File: src/common/lbt_map.svh
// Register offsets, codes and timing counts of the loopback and test-mode block
`ifndef LBT_MAP_SVH
`define LBT_MAP_SVH

// ==================================================
// Register offsets on the management port
`define LBT_REG_LB_SEL     16'h0016
`define LBT_REG_CLK_ROUTE  16'h045F
`define LBT_REG_CHK_CTRL   16'h0619
`define LBT_REG_CHK_STAT   16'h0620
`define LBT_REG_GEN_CFG    16'h0624
`define LBT_REG_PKT_LO     16'h063C
`define LBT_REG_PKT_HI     16'h063D
`define LBT_REG_PKT_ERR    16'h063E
`define LBT_REG_TM_CTRL    16'h1836

// ==================================================
// Loopback select codes
`define LBT_LB_PCS         16'h0102
`define LBT_LB_DIG         16'h0104
`define LBT_LB_ANA         16'h0108
`define LBT_LB_REV         16'h0110

// ==================================================
// Generator, checker and clock routing codes
`define LBT_GEN_RUN        16'h55BF
`define LBT_CHK_MAC_LOOP   16'h1555
`define LBT_CHK_CABLE      16'h0557
`define LBT_CHK_REV_RGMII  16'h1004
`define LBT_CHK_REV_SGMII  16'h1114
`define LBT_CHK_REV_RMII   16'h1224
`define LBT_CHK_REV_MII    16'h1334
`define LBT_CLK_TO_PIN     16'h000D

// ==================================================
// Field positions, reset values and lock thresholds
`define LBT_STAT_UPD_BIT   1
`define LBT_STAT_LOCK_BIT  8
`define LBT_TM_HI          15
`define LBT_TM_LO          13
`define LBT_PRBS_SEED      15'h7FFF
`define LBT_SCR_SEED       11'h7FF
`define LBT_LOCK_GOOD      2'h3
`define LBT_LOCK_BAD       2'h3

// ==================================================
// Test mode codes and ternary symbol codes
`define LBT_TM_DROOP       3'h1
`define LBT_TM_JITTER      3'h2
`define LBT_TM_DIST        3'h4
`define LBT_TM_PSD         3'h5
`define LBT_SYM_ZERO       2'h0
`define LBT_SYM_PLUS       2'h1
`define LBT_SYM_MINUS      2'h3

// ==================================================
// Timing: least hold time of each droop half period
`define LBT_CLK_NS         10
`define LBT_DROOP_NS       600
`define LBT_DROOP_CYC      ((`LBT_DROOP_NS + `LBT_CLK_NS - 1) / `LBT_CLK_NS)

`endif

File: src/common/lbt_pkg.sv
// Types shared by the loopback and test-mode block
package lbt_pkg;

	// ==================================================
	// Carriers
	typedef struct packed {
		logic        wr;
		logic        rd;
		logic [15:0] addr;
		logic [15:0] wdata;
	} lbt_mgmt_req_t;

	typedef struct packed {
		logic       en;
		logic       er;
		logic [7:0] data;
	} lbt_mii_t;

	typedef struct packed {
		logic       valid;
		logic [7:0] data;
	} lbt_byte_t;

	// ==================================================
	// Modes and states
	typedef enum logic [1:0] {
		LBT_IF_RGMII = 2'h0,
		LBT_IF_SGMII = 2'h1,
		LBT_IF_RMII  = 2'h2,
		LBT_IF_MII   = 2'h3
	} lbt_macif_t;

	typedef enum logic [1:0] {
		LBT_CHK_HUNT = 2'b01,
		LBT_CHK_LOCK = 2'b10
	} lbt_chk_st_t;

endpackage

File: src/rtl/lbt_top.sv
// Loopback selection, PRBS generator and checker, packet counters and PMA test modes
// What this block does
// - Writing update bit 1 snapshots the error byte count for the next read.
// - Status bit 8 reads one while the PRBS checker is locked.
// - Digital loopback returns MAC transmit data to MAC receive before analog front end.
// - Digital loopback isolates the receive analog circuitry.
// - Analog loopback delivers echoes decoded from the line to the MAC.
// - Reverse loopback sends line receive data back out to the link partner.
// - Reverse loopback isolates the MAC transmit path.
// - MAC-side generation uses generator 0x55BF and checker control 0x1555.
// - Cable-side checking uses checker control 0x0557, the internal PRBS path.
// - Reverse loopback MAC checker code depends on the active MAC interface.
// - Outside near and reverse loopbacks, generator data goes both to the line and toward the MAC.
// - Clock routing value 0x000D puts the test clock on the clock pin in follower mode.
// - Test mode comes from bits 15 to 13 of the test control register.
// - Mode 1 sends +1 for at least 600 ns then -1, repeating.
// - Mode 2 sends alternating +1 and -1 symbols each clock.
// - Mode 4 runs scrambler 1+x^9+x^11; low bit s0, high bit s1 xor s4.
// - Mode 4 maps 00 to 0, 01 to +1, 10 to 0, 11 to -1.
// - Mode 5 sends pseudo-random three-level symbols.
// - Loopback code 0x0102 loops before the PMA and isolates receive PMA.
`timescale 1ns/1ps
`include "lbt_map.svh"
module lbt_top (
	input  wire logic              clk,
	input  wire logic              nrst,
	input  wire lbt_pkg::lbt_mgmt_req_t mgmt_req,
	output logic [15:0]            mgmt_rdata,
	output logic                   mgmt_rvalid,
	input  wire lbt_pkg::lbt_macif_t    mac_if,
	input  wire logic              follower_mode,
	input  wire lbt_pkg::lbt_mii_t      mac_tx,
	output logic                   mac_tx_ready,
	output lbt_pkg::lbt_byte_t     mac_rx,
	input  wire lbt_pkg::lbt_byte_t     line_rx,
	output logic                   line_tx_valid,
	output logic [7:0]             line_tx_data,
	input  wire logic              line_tx_ready,
	output logic [1:0]             tm_symbol,
	output logic                   tm_active,
	output logic                   rx_analog_isolate,
	output logic                   rx_pma_isolate,
	output logic                   mac_tx_isolate,
	output logic                   clock_output_pin
);
	import lbt_pkg::*;

	// ==================================================
	// State
	typedef struct packed {
		logic [15:0] lb_sel;
		logic [15:0] chk_ctrl;
		logic [15:0] gen_cfg;
		logic [15:0] clk_route;
		logic [15:0] tm_ctrl;
		logic [14:0] hist;
		logic [7:0]  err_cnt;
		logic [7:0]  err_snap;
		logic [1:0]  good_cnt;
		logic [1:0]  bad_cnt;
		lbt_chk_st_t chk_st;
		logic [14:0] gen_lfsr;
		logic [10:0] scr;
		logic [6:0]  tm_cnt;
		logic        tm_pol;
		logic        tclk;
		logic [31:0] pkt_cnt;
		logic [15:0] err_pkt;
		logic [15:0] pkt_hi_snap;
		logic [15:0] err_pkt_snap;
		logic        in_frame;
		logic        frame_err;
		logic [15:0] rdata;
		logic        rvalid;
		lbt_byte_t   mac_rx;
		logic [1:0]  sym;
		logic        rx_iso;
		logic        pma_iso;
		logic        tx_iso;
		logic        clk_pin;
	} lbt_state_t;

	lbt_state_t  st_q;
	lbt_state_t  st_d;

	logic        lb_pcs;
	logic        lb_dig;
	logic        lb_ana;
	logic        lb_rev;
	logic        lb_near;
	logic        gen_on;
	logic        cable_chk;
	logic        mac_chk;
	logic [15:0] mac_chk_code;
	logic [2:0]  tm_mode;
	logic [22:0] gen_next;
	logic [15:0] chk_next;
	logic        scr_bit;
	logic [1:0]  tm4_pair;

	logic        fifo_in_valid;
	logic        fifo_in_ready;
	logic [7:0]  fifo_in_data;
	logic        fifo_out_valid;
	logic        fifo_out_ready;
	logic [7:0]  fifo_out_data;
	lbt_byte_t   rx_stream;

	// ==================================================
	// Byte-wide PRBS x^15+x^14+1: returns {state, byte}, bits produced MSB first
	function automatic logic [22:0] prbs_byte(input logic [14:0] s);
		logic [14:0] t;
		logic [7:0]  b;
		t = s;
		b = '0;
		for (int i = 7; i >= 0; i--) begin
			b[i] = t[14] ^ t[13];
			t = {t[13:0], b[i]};
		end
		return {t, b};
	endfunction

	// Self-synchronising check: predicts each bit from the last 15 received bits
	function automatic logic [15:0] prbs_check(input logic [14:0] h, input logic [7:0] d);
		logic [14:0] t;
		logic        e;
		t = h;
		e = 1'b0;
		for (int i = 7; i >= 0; i--) begin
			e = e | ((t[14] ^ t[13]) != d[i]);
			t = {t[13:0], d[i]};
		end
		return {t, e};
	endfunction

	// ==================================================
	// Loopback decode: exact codes only, so at most one path is ever active
	// one path at most
	assign lb_pcs  = (st_q.lb_sel == `LBT_LB_PCS);
	assign lb_dig  = (st_q.lb_sel == `LBT_LB_DIG);
	assign lb_ana  = (st_q.lb_sel == `LBT_LB_ANA);
	assign lb_rev  = (st_q.lb_sel == `LBT_LB_REV);
	assign lb_near = lb_pcs || lb_dig;

	assign gen_on  = (st_q.gen_cfg == `LBT_GEN_RUN);
	assign cable_chk = (st_q.chk_ctrl == `LBT_CHK_CABLE);

	// reverse loopback checker code follows the MAC interface
	always_comb begin
		case (mac_if)
			LBT_IF_RGMII: mac_chk_code = `LBT_CHK_REV_RGMII;
			LBT_IF_SGMII: mac_chk_code = `LBT_CHK_REV_SGMII;
			LBT_IF_RMII:  mac_chk_code = `LBT_CHK_REV_RMII;
			default:      mac_chk_code = `LBT_CHK_REV_MII;
		endcase
	end
	assign mac_chk = lb_rev ? (st_q.chk_ctrl == mac_chk_code) : (st_q.chk_ctrl == `LBT_CHK_MAC_LOOP);

	assign tm_mode = st_q.tm_ctrl[`LBT_TM_HI:`LBT_TM_LO];
	// unknown codes count as normal operation
	assign tm_active = (tm_mode == `LBT_TM_DROOP) || (tm_mode == `LBT_TM_JITTER) ||
		(tm_mode == `LBT_TM_DIST) || (tm_mode == `LBT_TM_PSD);

	// ==================================================
	// Transmit path into the FIFO; line receive cannot be stalled, so a full
	// FIFO in reverse loopback drops bytes rather than corrupting the line
	always_comb begin
		if (lb_rev) begin
			// line data back to the partner
			fifo_in_valid = line_rx.valid;
			fifo_in_data  = line_rx.data;
		end else if (gen_on) begin
			fifo_in_valid = 1'b1;
			fifo_in_data  = gen_next[7:0];
		end else begin
			fifo_in_valid = mac_tx.en;
			fifo_in_data  = mac_tx.data;
		end
	end

	// MAC transmit refused during reverse loopback
	assign mac_tx_ready = fifo_in_ready && !lb_rev && !gen_on;

	// Near loopbacks drain locally; test symbols stall the data path
	// loop before the analog front end
	assign fifo_out_ready = lb_near ? 1'b1 : (line_tx_ready && !tm_active);
	assign line_tx_valid  = fifo_out_valid && !lb_near && !tm_active;
	assign line_tx_data   = fifo_out_data;

	// Receive stream: looped data in near loopbacks, otherwise the hybrid output
	// echo from the line reaches the MAC
	always_comb begin
		if (lb_near) begin
			rx_stream.valid = fifo_out_valid;
			rx_stream.data  = fifo_out_data;
		end else begin
			rx_stream = line_rx;
		end
	end

	assign gen_next = prbs_byte(st_q.gen_lfsr);
	assign chk_next = prbs_check(st_q.hist, rx_stream.data);
	// scrambler 1 + x^9 + x^11
	assign scr_bit  = st_q.scr[10] ^ st_q.scr[8];
	assign tm4_pair = {st_q.scr[1] ^ st_q.scr[4], st_q.scr[0]};

	lbt_fifo #(
		.W (8),
		.D (8)
	) u_tx_fifo (
		.clk       (clk),
		.nrst      (nrst),
		.in_valid  (fifo_in_valid),
		.in_ready  (fifo_in_ready),
		.in_data   (fifo_in_data),
		.out_valid (fifo_out_valid),
		.out_ready (fifo_out_ready),
		.out_data  (fifo_out_data)
	);

	// ==================================================
	// Next-state logic
	always_comb begin
		st_d = st_q;
		st_d.rvalid = 1'b0;
		st_d.tclk = ~st_q.tclk;

		// Register writes
		if (mgmt_req.wr) begin
			if (mgmt_req.addr == `LBT_REG_LB_SEL) begin
				st_d.lb_sel = mgmt_req.wdata;
			end else if (mgmt_req.addr == `LBT_REG_CHK_CTRL) begin
				st_d.chk_ctrl = mgmt_req.wdata;
			end else if (mgmt_req.addr == `LBT_REG_GEN_CFG) begin
				st_d.gen_cfg = mgmt_req.wdata;
			end else if (mgmt_req.addr == `LBT_REG_CLK_ROUTE) begin
				st_d.clk_route = mgmt_req.wdata;
			end else if (mgmt_req.addr == `LBT_REG_TM_CTRL) begin
				st_d.tm_ctrl = mgmt_req.wdata;
			end
		end

		// Generator advances only when the FIFO takes its byte
		if (gen_on && !lb_rev && fifo_in_ready) begin
			st_d.gen_lfsr = gen_next[22:8];
		end

		// PRBS checker on the receive stream
		if (cable_chk && rx_stream.valid) begin
			st_d.hist = chk_next[15:1];
			case (st_q.chk_st)
				LBT_CHK_HUNT: begin
					st_d.good_cnt = chk_next[0] ? '0 : st_q.good_cnt + 1'b1;
					if (!chk_next[0] && st_q.good_cnt == `LBT_LOCK_GOOD) begin
						st_d.chk_st = LBT_CHK_LOCK;
						st_d.bad_cnt = '0;
					end
				end
				LBT_CHK_LOCK: begin
					st_d.bad_cnt = chk_next[0] ? st_q.bad_cnt + 1'b1 : '0;
					if (chk_next[0] && st_q.err_cnt != 8'hFF) begin
						st_d.err_cnt = st_q.err_cnt + 1'b1;
					end
					if (chk_next[0] && st_q.bad_cnt == `LBT_LOCK_BAD) begin
						st_d.chk_st = LBT_CHK_HUNT;
						st_d.good_cnt = '0;
					end
				end
				default: begin
					st_d.chk_st = LBT_CHK_HUNT;
				end
			endcase
		end else if (!cable_chk) begin
			st_d.chk_st = LBT_CHK_HUNT;
			st_d.good_cnt = '0;
		end

		// update snapshots the count; a byte error that lands now is kept
		if (mgmt_req.wr && mgmt_req.addr == `LBT_REG_CHK_STAT && mgmt_req.wdata[`LBT_STAT_UPD_BIT]) begin
			st_d.err_snap = st_q.err_cnt;
			st_d.err_cnt = (st_d.err_cnt != st_q.err_cnt) ? 8'h01 : 8'h00;
		end

		// MAC-side packet counting on frame end
		if (mac_chk) begin
			st_d.in_frame = mac_tx.en;
			if (mac_tx.en) begin
				st_d.frame_err = st_q.frame_err | mac_tx.er;
			end else if (st_q.in_frame) begin
				st_d.pkt_cnt = st_q.pkt_cnt + 32'h0000_0001;
				st_d.err_pkt = st_q.err_pkt + {15'h0000, st_q.frame_err};
				st_d.frame_err = 1'b0;
			end
		end

		// Register reads; the low packet word freezes the rest of the group
		if (mgmt_req.rd) begin
			st_d.rvalid = 1'b1;
			if (mgmt_req.addr == `LBT_REG_LB_SEL) begin
				st_d.rdata = st_q.lb_sel;
			end else if (mgmt_req.addr == `LBT_REG_CHK_CTRL) begin
				st_d.rdata = st_q.chk_ctrl;
			end else if (mgmt_req.addr == `LBT_REG_GEN_CFG) begin
				st_d.rdata = st_q.gen_cfg;
			end else if (mgmt_req.addr == `LBT_REG_CLK_ROUTE) begin
				st_d.rdata = st_q.clk_route;
			end else if (mgmt_req.addr == `LBT_REG_TM_CTRL) begin
				st_d.rdata = st_q.tm_ctrl;
			end else if (mgmt_req.addr == `LBT_REG_CHK_STAT) begin
				st_d.rdata = {7'h00, (st_q.chk_st == LBT_CHK_LOCK), st_q.err_snap};
			end else if (mgmt_req.addr == `LBT_REG_PKT_LO) begin
				st_d.rdata = st_q.pkt_cnt[15:0];
				st_d.pkt_hi_snap = st_q.pkt_cnt[31:16];
				st_d.err_pkt_snap = st_q.err_pkt;
			end else if (mgmt_req.addr == `LBT_REG_PKT_HI) begin
				st_d.rdata = st_q.pkt_hi_snap;
			end else if (mgmt_req.addr == `LBT_REG_PKT_ERR) begin
				st_d.rdata = st_q.err_pkt_snap;
			end else begin
				st_d.rdata = 16'h0000;
			end
		end

		// MAC receive: generator data goes toward the MAC outside near and reverse loops
		if (gen_on && !lb_near && !lb_rev) begin
			st_d.mac_rx.valid = fifo_in_ready;
			st_d.mac_rx.data = gen_next[7:0];
		end else begin
			st_d.mac_rx = rx_stream;
		end

		st_d.rx_iso  = lb_dig;
		st_d.pma_iso = lb_pcs;
		st_d.tx_iso  = lb_rev;

		// test clock on the pin only in follower mode
		st_d.clk_pin = (st_q.clk_route == `LBT_CLK_TO_PIN) && follower_mode && st_q.tclk;

		// Test mode symbols
		st_d.scr = {st_q.scr[9:0], scr_bit};
		case (tm_mode)
			`LBT_TM_DROOP: begin
				// hold each level at least 600 ns
				if (st_q.tm_cnt == 7'(`LBT_DROOP_CYC - 1)) begin
					st_d.tm_cnt = '0;
					st_d.tm_pol = ~st_q.tm_pol;
				end else begin
					st_d.tm_cnt = st_q.tm_cnt + 1'b1;
				end
				st_d.sym = st_q.tm_pol ? `LBT_SYM_MINUS : `LBT_SYM_PLUS;
			end
			`LBT_TM_JITTER: begin
				st_d.tm_pol = ~st_q.tm_pol;
				st_d.sym = st_q.tm_pol ? `LBT_SYM_MINUS : `LBT_SYM_PLUS;
			end
			`LBT_TM_DIST: begin
				case (tm4_pair)
					2'h1:    st_d.sym = `LBT_SYM_PLUS;
					2'h3:    st_d.sym = `LBT_SYM_MINUS;
					default: st_d.sym = `LBT_SYM_ZERO;
				endcase
			end
			`LBT_TM_PSD: begin
				case ({st_q.scr[3], st_q.scr[0]})
					2'h1:    st_d.sym = `LBT_SYM_PLUS;
					2'h2:    st_d.sym = `LBT_SYM_MINUS;
					default: st_d.sym = `LBT_SYM_ZERO;
				endcase
			end
			default: begin
				st_d.sym = `LBT_SYM_ZERO;
				st_d.tm_cnt = '0;
				st_d.tm_pol = 1'b0;
			end
		endcase
	end

	// ==================================================
	// Registers
	always_ff @(posedge clk) begin
		if (!nrst) begin
			st_q <= '0;
			st_q.chk_st <= LBT_CHK_HUNT;
			st_q.gen_lfsr <= `LBT_PRBS_SEED;
			st_q.scr <= `LBT_SCR_SEED;
		end else begin
			st_q <= st_d;
		end
	end

	assign mgmt_rdata        = st_q.rdata;
	assign mgmt_rvalid       = st_q.rvalid;
	assign mac_rx            = st_q.mac_rx;
	assign tm_symbol         = st_q.sym;
	assign rx_analog_isolate = st_q.rx_iso;
	assign rx_pma_isolate    = st_q.pma_iso;
	assign mac_tx_isolate    = st_q.tx_iso;
	assign clock_output_pin  = st_q.clk_pin;
endmodule // lbt_top

File: src/rtl/lbt_fifo.sv
// Small synchronous FIFO with valid and ready on both sides
`timescale 1ns/1ps
module lbt_fifo #(
	parameter int W = 8,
	parameter int D = 8
) (
	input  wire logic         clk,
	input  wire logic         nrst,
	input  wire logic         in_valid,
	output logic              in_ready,
	input  wire logic [W-1:0] in_data,
	output logic              out_valid,
	input  wire logic         out_ready,
	output logic [W-1:0]      out_data
);
	localparam int AW = $clog2(D);

	typedef struct packed {
		logic [D-1:0][W-1:0] mem;
		logic [AW:0]         wp;
		logic [AW:0]         rp;
	} lbt_fifo_st_t;

	lbt_fifo_st_t st_q;
	lbt_fifo_st_t st_d;
	logic         push;
	logic         pop;

	// ==================================================
	// Flags: full when pointers differ only in the wrap bit
	assign in_ready  = !((st_q.wp[AW] != st_q.rp[AW]) && (st_q.wp[AW-1:0] == st_q.rp[AW-1:0]));
	assign out_valid = (st_q.wp != st_q.rp);
	assign out_data  = st_q.mem[st_q.rp[AW-1:0]];
	assign push      = in_valid && in_ready;
	assign pop       = out_valid && out_ready;

	// Next state
	always_comb begin
		st_d = st_q;
		if (push) begin
			st_d.mem[st_q.wp[AW-1:0]] = in_data;
			st_d.wp = st_q.wp + 1'b1;
		end
		if (pop) begin
			st_d.rp = st_q.rp + 1'b1;
		end
	end

	// Storage is not cleared; only the pointers need a reset value
	always_ff @(posedge clk) begin
		if (!nrst) begin
			st_q.wp <= '0;
			st_q.rp <= '0;
		end else begin
			st_q <= st_d;
		end
	end

endmodule // lbt_fifo

File: config.mk
export PLATFORM = sky130hd
export DESIGN_NAME = lbt_top
export DESIGN_NICKNAME = d
export VERILOG_FILES = /design/src/common/lbt_pkg.sv /design/src/rtl/lbt_top.sv /design/src/rtl/lbt_fifo.sv
export VERILOG_INCLUDE_DIRS = /design/src /design/src/common
export SDC_FILE = /design/constraint.sdc
export NUM_CORES = 1
export LEC_CHECK = 0
export ABC_CLOCK_PERIOD_IN_PS = 3650
export BUFFER_PORTS_ARGS = -buffer_cell sky130_fd_sc_hd__buf_4
export CORE_AREA = 2 2 225 282
export DETAILED_ROUTE_END_ITERATION = 16
export DIE_AREA = 0 0 227 284
export PLACE_DENSITY = 0.38
export SLEW_MARGIN = 10
export SYNTH_ARGS = -nofsm -noshare
export SYNTH_HDL_FRONTEND = slang
export SYNTH_SLANG_ARGS = --single-unit
File: constraint.sdc
create_clock -name clk -period 3.65 [get_ports clk]
set_input_delay 0 -clock clk [delete_from_list [all_inputs] [get_ports clk]]
set_output_delay 0 -clock clk [all_outputs]
set_load 0.03 [all_outputs]
==> results of run 1 <==
## logic make-up after synthesis
| family | count (synthesis) |
|---|---|
| adder cells (fa/ha/maj) | 10 |
| multiplexers | 77 |
| XOR/XNOR | 61 |
| flip-flops | 338 |
| AND/OR/NAND/NOR | 746 |
| AO/OA/AOI/OAI | 347 |
| buffers and inverters | 152 |
## per-layer routing
metal / GRT usage / wire, um / vias to the layer above
li1: - / - / 6356
met1: 0.211 / 23300 / 6288
met2: 0.288 / 26700 / 315
met3: 0.0246 / 2520 / 82
met4: 0.0580 / 1620 / 2
met5: 0 / 10 / -
## state kept, by name (all words and copies together), names as in the netlist
name and flops:
mgmt_rvalid 1, st_q 210, mgmt_rdata 16, tm_symbol 2, mac_rx 9, u_tx_fifo.st_q 72
gen_next 7, clock_output_pin 1, rx_analog_isolate 1, st_d 10, mac_tx_isolate 1, rx_pma_isolate 1
chk_next 7
## layout make-up
type / count / area share
clock inverters: 22 / 0.00986
repair buffers: 199 / 0.0848
well taps: 832 / 0.0554
inverters: 18 / 0.00386
flip-flops and latches: 338 / 0.394
clock buffers: 58 / 0.0641
multi-input cells: 1241 / 0.388
diodes: 1 / 0.000133
## where the power goes
part	switching, mW	internal (mW)
clock	1.73	2.47
combinational	0.429	0.276
sequential	0.0238	3.83
## worst max-delay path, cell delays in order (launching register included)
cell	delay, ns
dfxtp_1	0.36
nor4_4	0.40
nand4_1	0.25
buf_4	0.27
o21ai_0	0.31
a21oi_1	0.11
or4_1	0.51
or4_4	0.57
or4_1	0.50
mux2i_1	0.15
## through the flow
| stage | hold slack (ns) | std cells | instance area [um^2] | setup WS, ns | utilization |
|---|---|---|---|---|---|
| after global placement | 0.254 | 2598 | 17100 | 0.175 | 0.276 |
| after detailed placement | 0.262 | 2598 | 17100 | 0.0554 | 0.276 |
| after global routing | 0.0506 | 2708 | 18800 | 0.0299 | 0.304 |
| after CTS | 0.0104 | 2708 | 18800 | 0.0389 | 0.304 |
| final | 0.0237 | 2709 | 18800 | 0.150 | 0.304 |
| after floorplan | 0.127 | 1731 | 15300 | 0.155 | - |
## worst paths after layout
kind	slack (ns)	to	start
max	0.15	st_q[153]	st_q[265]
min	0.02	u_tx_fifo.st_q[46]	mac_tx[6]
max reg2reg	0.15	st_q[153]	st_q[265]
min reg2reg	0.40	st_q[114]	st_q[114]
## cell usage in the layout (no fill, tap or decap), types with 42 or more instances in the layout
master       n
buf_4      167
dfxtp_1    274
mux2i_1     55
clkbuf_16   44
edfxtp_1    64
a21oi_1    167
xor2_1      42
o21ai_0     58
nand3_1     56
nand2_1    346
nor2_1     127
## what timing repair did
| action | in CTS | in global routing |
|---|---|---|
| gates resized for setup | 0 | 7 |
| endpoints found under the hold margin | 146 | 0 |
| buffers inserted | 0 | 0 |
| endpoints found under the setup margin | 0 | 6 |
| hold buffers | 30 | 0 |
==> results_dict.tcl, run 1 <==
set metrics [dict create \
    synth_simple_gate_area_share 0.229 \
    io_buffers 101 \
    drtIter0Drc 937 \
    synth_warnings 0 \
    h-tree-depth 2 \
    fillers 6597 \
    synth.area.mux_share 0.0608 \
    setup_tns_ns 0 \
    die-area_um2 64500 \
    synth_nets 1800 \
    async_reset_ff_frac 0 \
    synth_ff_type "dfxtp_1" \
    crit_required_ns 4.14 \
    vdd_drop_max_v 0.000316 \
    avgViaCountPerCell 4.81 \
    crit_path_max_fanout 12 \
    insertion_delay_ns 0.58 \
    synthTopCellsByCount "nand2_1, dfxtp_1, a21oi_1" \
    fp-row-count 102 \
    status "finished, final reports clean" \
    fp.dieH_um 284 \
    regArea_um2 7410 \
    min-delay-path-class "in -> reg" \
    io_pins 102 \
    clk_path_buf_depth 3 \
    cts_tree "yes" \
    skew_ns 0.0275 \
    synth.cell_area_um2 15300 \
    wirelength_mm 54.2 \
    overflow 0 \
    syn_avg_cell_area_um2 8.85 \
    period_minus_slack_ns 3.50 \
    relSlewSlack 0.421 \
    crit_type "reg -> reg" \
    grt_setup_unrepaired "false" \
    antenna_left 0 \
    grt_pass1_vias 12800 \
    dp_hpwl_mm 38.7 \
    cap_violations 0 \
    ys_types 66 \
    grt_max_degree 109 \
    syn_inst 1731 \
    synth_top_area_share 0.358 \
    drc 0 \
    clk_pin_slew_worst_paths_ns 0.06 \
    power_mw 8.76 \
    holdPathStages 4 \
    reg2regPathDepth 9 \
    synth_top_family_by_area "simple AND/OR/NAND/NOR gates" \
    cellPowerDensity_nw_per_um2 466 \
    multi_input_area_um2 7280 \
    drive_gt1_frac 0.151 \
    synth_xor_area_frac 0.0349 \
    antenna_found_initial 1 \
    yosys_register_bits 338 \
    die_w_um 227 \
    gp_congestion 0.829 \
    crit_path_start_kind "flop" \
    max_freq_mhz 286 \
    grtUsageTotal 0.167 \
    nets 1910 \
    synth_fa_ha_area_frac 0.00817 \
    finalCritPeriodShare 0.959 \
    finalSetupViolations 0 \
    hold_viol_final 0 \
    worst_pin_slew_ns 0.859 \
    synth_edf_count 64 \
    cp.arrival_ns 3.99 \
    synth_compound_area_frac 0.138 \
    synth.most_common_cell "nand2_1" \
    drt-wirelength-per-cell_um 20.0 \
    area_growth_pct 22.6 \
    clock_sinks 338 \
    initial_utilization 0.248 \
    num_vias 13000 \
    ctsRootBufferMaster "clkbuf_16" \
    cp-end-kind "flop" \
    core_um2 61800 \
    synth_area_leaders "dfxtp_1, edfxtp_1, nand2_1, a21oi_1, mux2i_1" \
    slew_violations 0 \
    first_pass_iters 6 \
    p_leak_nw 6.56 \
    synth_area_leader_cell "dfxtp_1" \
    ys_seq_area_frac 0.483 \
    cts-buffers-inserted 43 \
    grt_first_pass_wirelength_mm 81.9 \
]
(Power assumes the default switching activity.)
==> run 2, diff against run 1 <==
REMOVE_ABC_BUFFERS = 1   (was unset)
==> results_dict.tcl, run 2 (synthesis results as in run 1) <==
set metrics [dict create \
    status "finished, final reports clean" \
    die-area_um2 64500 \
    clk_path_buf_depth 3 \
    slew_violations 0 \
    pwr-share-comb 0.079 \
    hold_slack_ns 0.0315 \
    crit_path_max_fanout 5 \
    crit_type "reg -> reg" \
    initial_utilization 0.248 \
    fp-row-count 102 \
    crit_buf_inv 1 \
    nets 1906 \
    reg2reg_to "st_q[154]" \
    cp_top_family "simple AND/OR/NAND/NOR gates" \
    whs_endpoint "u_tx_fifo.st_q[71]" \
    insertion_delay_ns 0.56 \
    critical_path.max_stage_delay_ns 0.57 \
    hold_viol_final 0 \
    period_minus_slack_ns 3.48 \
    skew_ns 0.0208 \
    regMostFlops "st_q" \
    max_freq_mhz 287 \
    grt_max_degree 102 \
    crit_required_ns 4.09 \
    final_area_um2 18600 \
    setup_tns_ns 0 \
    overflow 0 \
    rr_startpoint "st_q[265]" \
    power_mw 8.45 \
    cap_violations 0 \
    wirelength_mm 52.9 \
    io_pins 102 \
    clkPwrFrac 0.464 \
    die_w_um 227 \
    dp_hpwl_mm 38.3 \
    min_from "line_rx[7]" \
    cp-end-kind "flop" \
    cp_cell_sequence "nor4_4, buf_4, nand4_1, or4_4, and3_1, or4_4, or4_4, a41oi_2, mux2_2" \
    largest_reg_flops 210 \
    cts_tree "yes" \
    ctsRootBufferMaster "clkbuf_16" \
    crit_path_frequent_cell "or4_4" \
    regToRegSetupSlack_ns 0.17 \
    swShare 0.244 \
    post_cts_buffers 0 \
    final_cell_mix "nand2_1, dfxtp_1, buf_4" \
    worst_pin_slew_ns 0.946 \
    avgViaCountPerCell 4.81 \
    cp.arrival_ns 3.92 \
    grtUsageTotal 0.163 \
    h-tree-depth 2 \
    grt_setup_unrepaired "false" \
    crit_path_top_delay_cell "or4_4" \
    clk_pin_slew_worst_paths_ns 0.06 \
    setup.worst_path.start "st_q[265]" \
    core_um2 61800 \
    fillers 6584 \
    io_buffers 101 \
    intPower_mw 6.39 \
    cts-buffers-inserted 40 \
    drtIter0Drc 784 \
    p_switching_mw 2.06 \
    antenna_left 0 \
    p_leak_nw 6.51 \
    min-delay-path-class "in -> reg" \
    vdd_drop_max_v 0.000274 \
    finalSetupViolations 0 \
    drive_gt1_frac 0.149 \
    holdPathStages 3 \
    drt-wirelength-per-cell_um 19.6 \
    area_growth_pct 21.6 \
    gp_congestion 0.805 \
    finalCritPeriodShare 0.954 \
    cellPowerDensity_nw_per_um2 453 \
    first_pass_iters 7 \
    crit_path_start_kind "flop" \
    grt_pass1_vias 12800 \
    reg2regPathDepth 9 \
    clock_sinks 338 \
    final_common_cell "nand2_1" \
    drc 0 \
    antenna_found_initial 2 \
    place_area_um2 17100 \
    fp.dieH_um 284 \
    p_seq_frac 0.457 \
    grt_first_pass_wirelength_mm 79.7 \
    relSlewSlack 0.364 \
    num_vias 13000 \
]
-- run 2: changes by cell type in the layout (fill, tap and decap cells not counted), moves of 2 or more --
cell           delta
clkbuf_1          -4
dlygate4sd3_1     -4
clkinvlp_4        -2
buf_4             +3
clkbuf_8          +4
clkinv_2          -6
clkbuf_16         -3
-- run 2: worst reg2reg max path, stage by stage, from the launching register on --
cell and delay, ns:
dfxtp_1 0.34, nor4_4 0.28, buf_4 0.18, nand4_1 0.20, or4_4 0.49, and3_1 0.18
or4_4 0.54, or4_4 0.57, a41oi_2 0.24, mux2_2 0.36
-- run 2: timing repair --
item                                   4_1_cts  5_1_grt
setup endpoints to repair                    0        2
hold buffers                                26        0
endpoints found under the hold margin      120        0
resized for setup                            0        5
-- run 2: cell type report --
type                    count  area [um^2]  share of cell area
inverters                  18         72.6             0.00389
flip-flops and latches    338         7410               0.397
clock inverters            13          100             0.00537
multi-input cells        1241         7270               0.390
well taps                 832         1040              0.0559
diodes                      2         5.00            0.000269
clock buffers              55         1170              0.0627
repair buffers            198         1580              0.0846
-- run 2: stage by stage --
step                      cells  setup slack, ns   util
after floorplan            1597           -0.301      -
after global placement     2601            0.155  0.277
after detailed placement   2601           0.0943  0.277
after CTS                  2695           0.0758  0.302
after global routing       2697           0.0244  0.302
final                      2697            0.166  0.302
-- run 2: power groups by stage --
stage               registers, mW  clock network (mW)  logic [mW]
floorplan                    3.97                   0       0.283
global placement             3.94                   0       0.649
detailed placement           3.94                   0       0.652
CTS                          3.86                4.07       0.677
global route                 3.86                4.20       0.714
finish                       3.86                3.93       0.664
-- run 2: worst max path at each step --
stage,cells after the start,slack [ns],to
floorplan,6,-0.30,u_tx_fifo.st_q[56]
global placement,9,0.16,st_q[154]
detailed placement,10,0.09,st_q[154]
CTS,10,0.08,st_q[154]
global route,9,0.02,st_q[109]
finish,9,0.17,st_q[154]
-- run 2: routing by layer --
layer / share of wire / track usage / wire [um]
met1: 0.41 / 0.192 / 21900
met2: 0.50 / 0.290 / 26700
met3: 0.040 / 0.0263 / 2110
met4: 0.042 / 0.0701 / 2240
met5: 0 / 0 / 0
==> run 3, diff against run 2 <==
BUFFER_PORTS_ARGS = -buffer_cell sky130_fd_sc_hd__buf_2   (was -buffer_cell sky130_fd_sc_hd__buf_4)
REMOVE_ABC_BUFFERS = unset   (was 1)
==> results_dict.tcl, run 3 (synthesis results as in run 1) <==
set metrics [dict create \
    cellPowerDensity_nw_per_um2 459 \
    grt_pass1_vias 13000 \
    crit_required_ns 4.09 \
    insertion_delay_ns 0.56 \
    nets 1904 \
    fp.dieH_um 284 \
    core_um2 61800 \
    worst_pin_slew_ns 0.879 \
    hold_viol_final 0 \
    pwr-share-comb 0.077 \
    fin_ws_ns 0.187 \
    ctsRootBufferMaster "clkbuf_16" \
    status "finished, final reports clean" \
    antenna_left 0 \
    cap_violations 0 \
    vdd_drop_max_v 0.000240 \
    drc 0 \
    clkPwrFrac 0.466 \
    swShare 0.246 \
    drtIter0Drc 1046 \
    antenna_found_initial 2 \
    first_pass_iters 8 \
    avgViaCountPerCell 4.80 \
    final_cells 2698 \
    max_freq_mhz 289 \
    place_ws_ns 0.0745 \
    final_common_cell "nand2_1" \
    crit_path_max_fanout 7 \
    cp-end-kind "flop" \
    relSlewSlack 0.408 \
    h-tree-depth 2 \
    grt_setup_unrepaired "false" \
    min-delay-path-class "in -> reg" \
    io_pins 102 \
    dp_cells 2599 \
    drive_gt1_frac 0.145 \
    initial_utilization 0.248 \
    num_vias 13000 \
    clock_sinks 338 \
    drt-wirelength-per-cell_um 19.8 \
    clk_pin_slew_worst_paths_ns 0.06 \
    dp_hpwl_mm 38.1 \
    grt_first_pass_wirelength_mm 81.3 \
    skew_ns 0.0114 \
    crit_path_start_kind "flop" \
    gp_congestion 0.850 \
    finalSetupViolations 0 \
    grtUsageTotal 0.166 \
    p_switching_mw 2.07 \
    overflow 0 \
    p_leak_nw 6.42 \
    grt_max_degree 113 \
    die_w_um 227 \
    area_growth_pct 19.9 \
    p_seq_frac 0.457 \
    io_buffers 101 \
    regMostFlops "st_q" \
    clk_path_buf_depth 3 \
    period_minus_slack_ns 3.46 \
    setup_tns_ns 0 \
    largest_reg_flops 210 \
    die-area_um2 64500 \
    fp-row-count 102 \
    cp.arrival_ns 3.91 \
    fillers 6663 \
    intPower_mw 6.36 \
    cts-buffers-inserted 40 \
    slew_violations 0 \
    final_cell_mix "nand2_1, dfxtp_1, a21oi_1" \
    wirelength_mm 53.4 \
    crit_type "reg -> reg" \
    cts_tree "yes" \
    finalCritPeriodShare 0.949 \
]
## run 3: changes by cell type in the layout (fill, tap and decap cells not counted), moves of 2 or more
cell	before	now
o311ai_1	0	2
clkbuf_1	5	16
o311ai_0	8	6
buf_2	0	101
buf_4	170	67
clkinv_2	5	3
clkinv_1	3	1
inv_6	3	1
## run 3: path summary, 6_finish.rpt
kind / start / end / slack, ns / depth (start not counted)
worst max-delay path: u_tx_fifo.st_q[0] / st_q[154] / 0.19 / 9
worst min-delay path: mac_tx[0] / u_tx_fifo.st_q[24] / 0.03 / 4
worst max register to register: u_tx_fifo.st_q[0] / st_q[154] / 0.19 / 9
worst min register to register: st_q[114] / st_q[114] / 0.41 / 1
## run 3: metal layers
metal	vias to the layer above	global-route usage	routed length (um)
met4	2	0.0456	1090
met5	-	0	10
met2	282	0.287	26600
met3	67	0.0227	2310
met1	6271	0.213	23400
li1	6333	-	-
## run 3: area by class of cell
cell class	count	area (um^2)	share of cell area
flip-flops and latches	338	7410	0.403
inverters	18	72.6	0.00395
multi-input cells	1241	7280	0.396
clock buffers	65	1200	0.0651
well taps	832	1040	0.0567
diodes	1	2.50	0.000136
repair buffers	196	1310	0.0712
clock inverters	7	65.1	0.00354
## run 3: timing repair
| action | CTS | global route |
|---|---|---|
| endpoints found under the hold margin | 122 | 0 |
| hold buffers | 26 | 0 |
| setup buffers | 0 | 0 |
| endpoints found under the setup margin | 0 | 13 |
| resized for setup | 0 | 8 |
## run 3: power by group through the flow
| stage | sequential, mW | combinational, mW | clock [mW] |
|---|---|---|---|
| after detailed placement | 3.94 | 0.630 | 0 |
| after global placement | 3.94 | 0.628 | 0 |
| after CTS | 3.86 | 0.653 | 4.06 |
| final | 3.86 | 0.651 | 3.93 |
| after floorplan | 3.92 | 0.388 | 0 |
| after global routing | 3.86 | 0.697 | 4.20 |
## run 3: metrics by stage
stage | area, um^2 | util | hold slack [ns] | power (mW)
2_1_floorplan | 15300 | - | 0.127 | 4.31
3_3_place_gp | 16800 | 0.273 | 0.261 | 4.56
3_5_place_dp | 16800 | 0.273 | 0.251 | 4.57
4_1_cts | 18400 | 0.297 | 0.0166 | 8.57
5_1_grt | 18400 | 0.297 | 0.0488 | 8.75
6_report | 18400 | 0.297 | 0.0308 | 8.43
## run 3: worst max-delay path, stage by stage, from the launching register on
cell      delay [ns]
dfxtp_1         0.41
buf_4           0.24
mux4_2          0.50
mux2_2          0.32
nor4_1          0.33
a211oi_1        0.13
mux2i_1         0.19
or4_1           0.63
a41oi_2         0.25
mux2_2          0.35
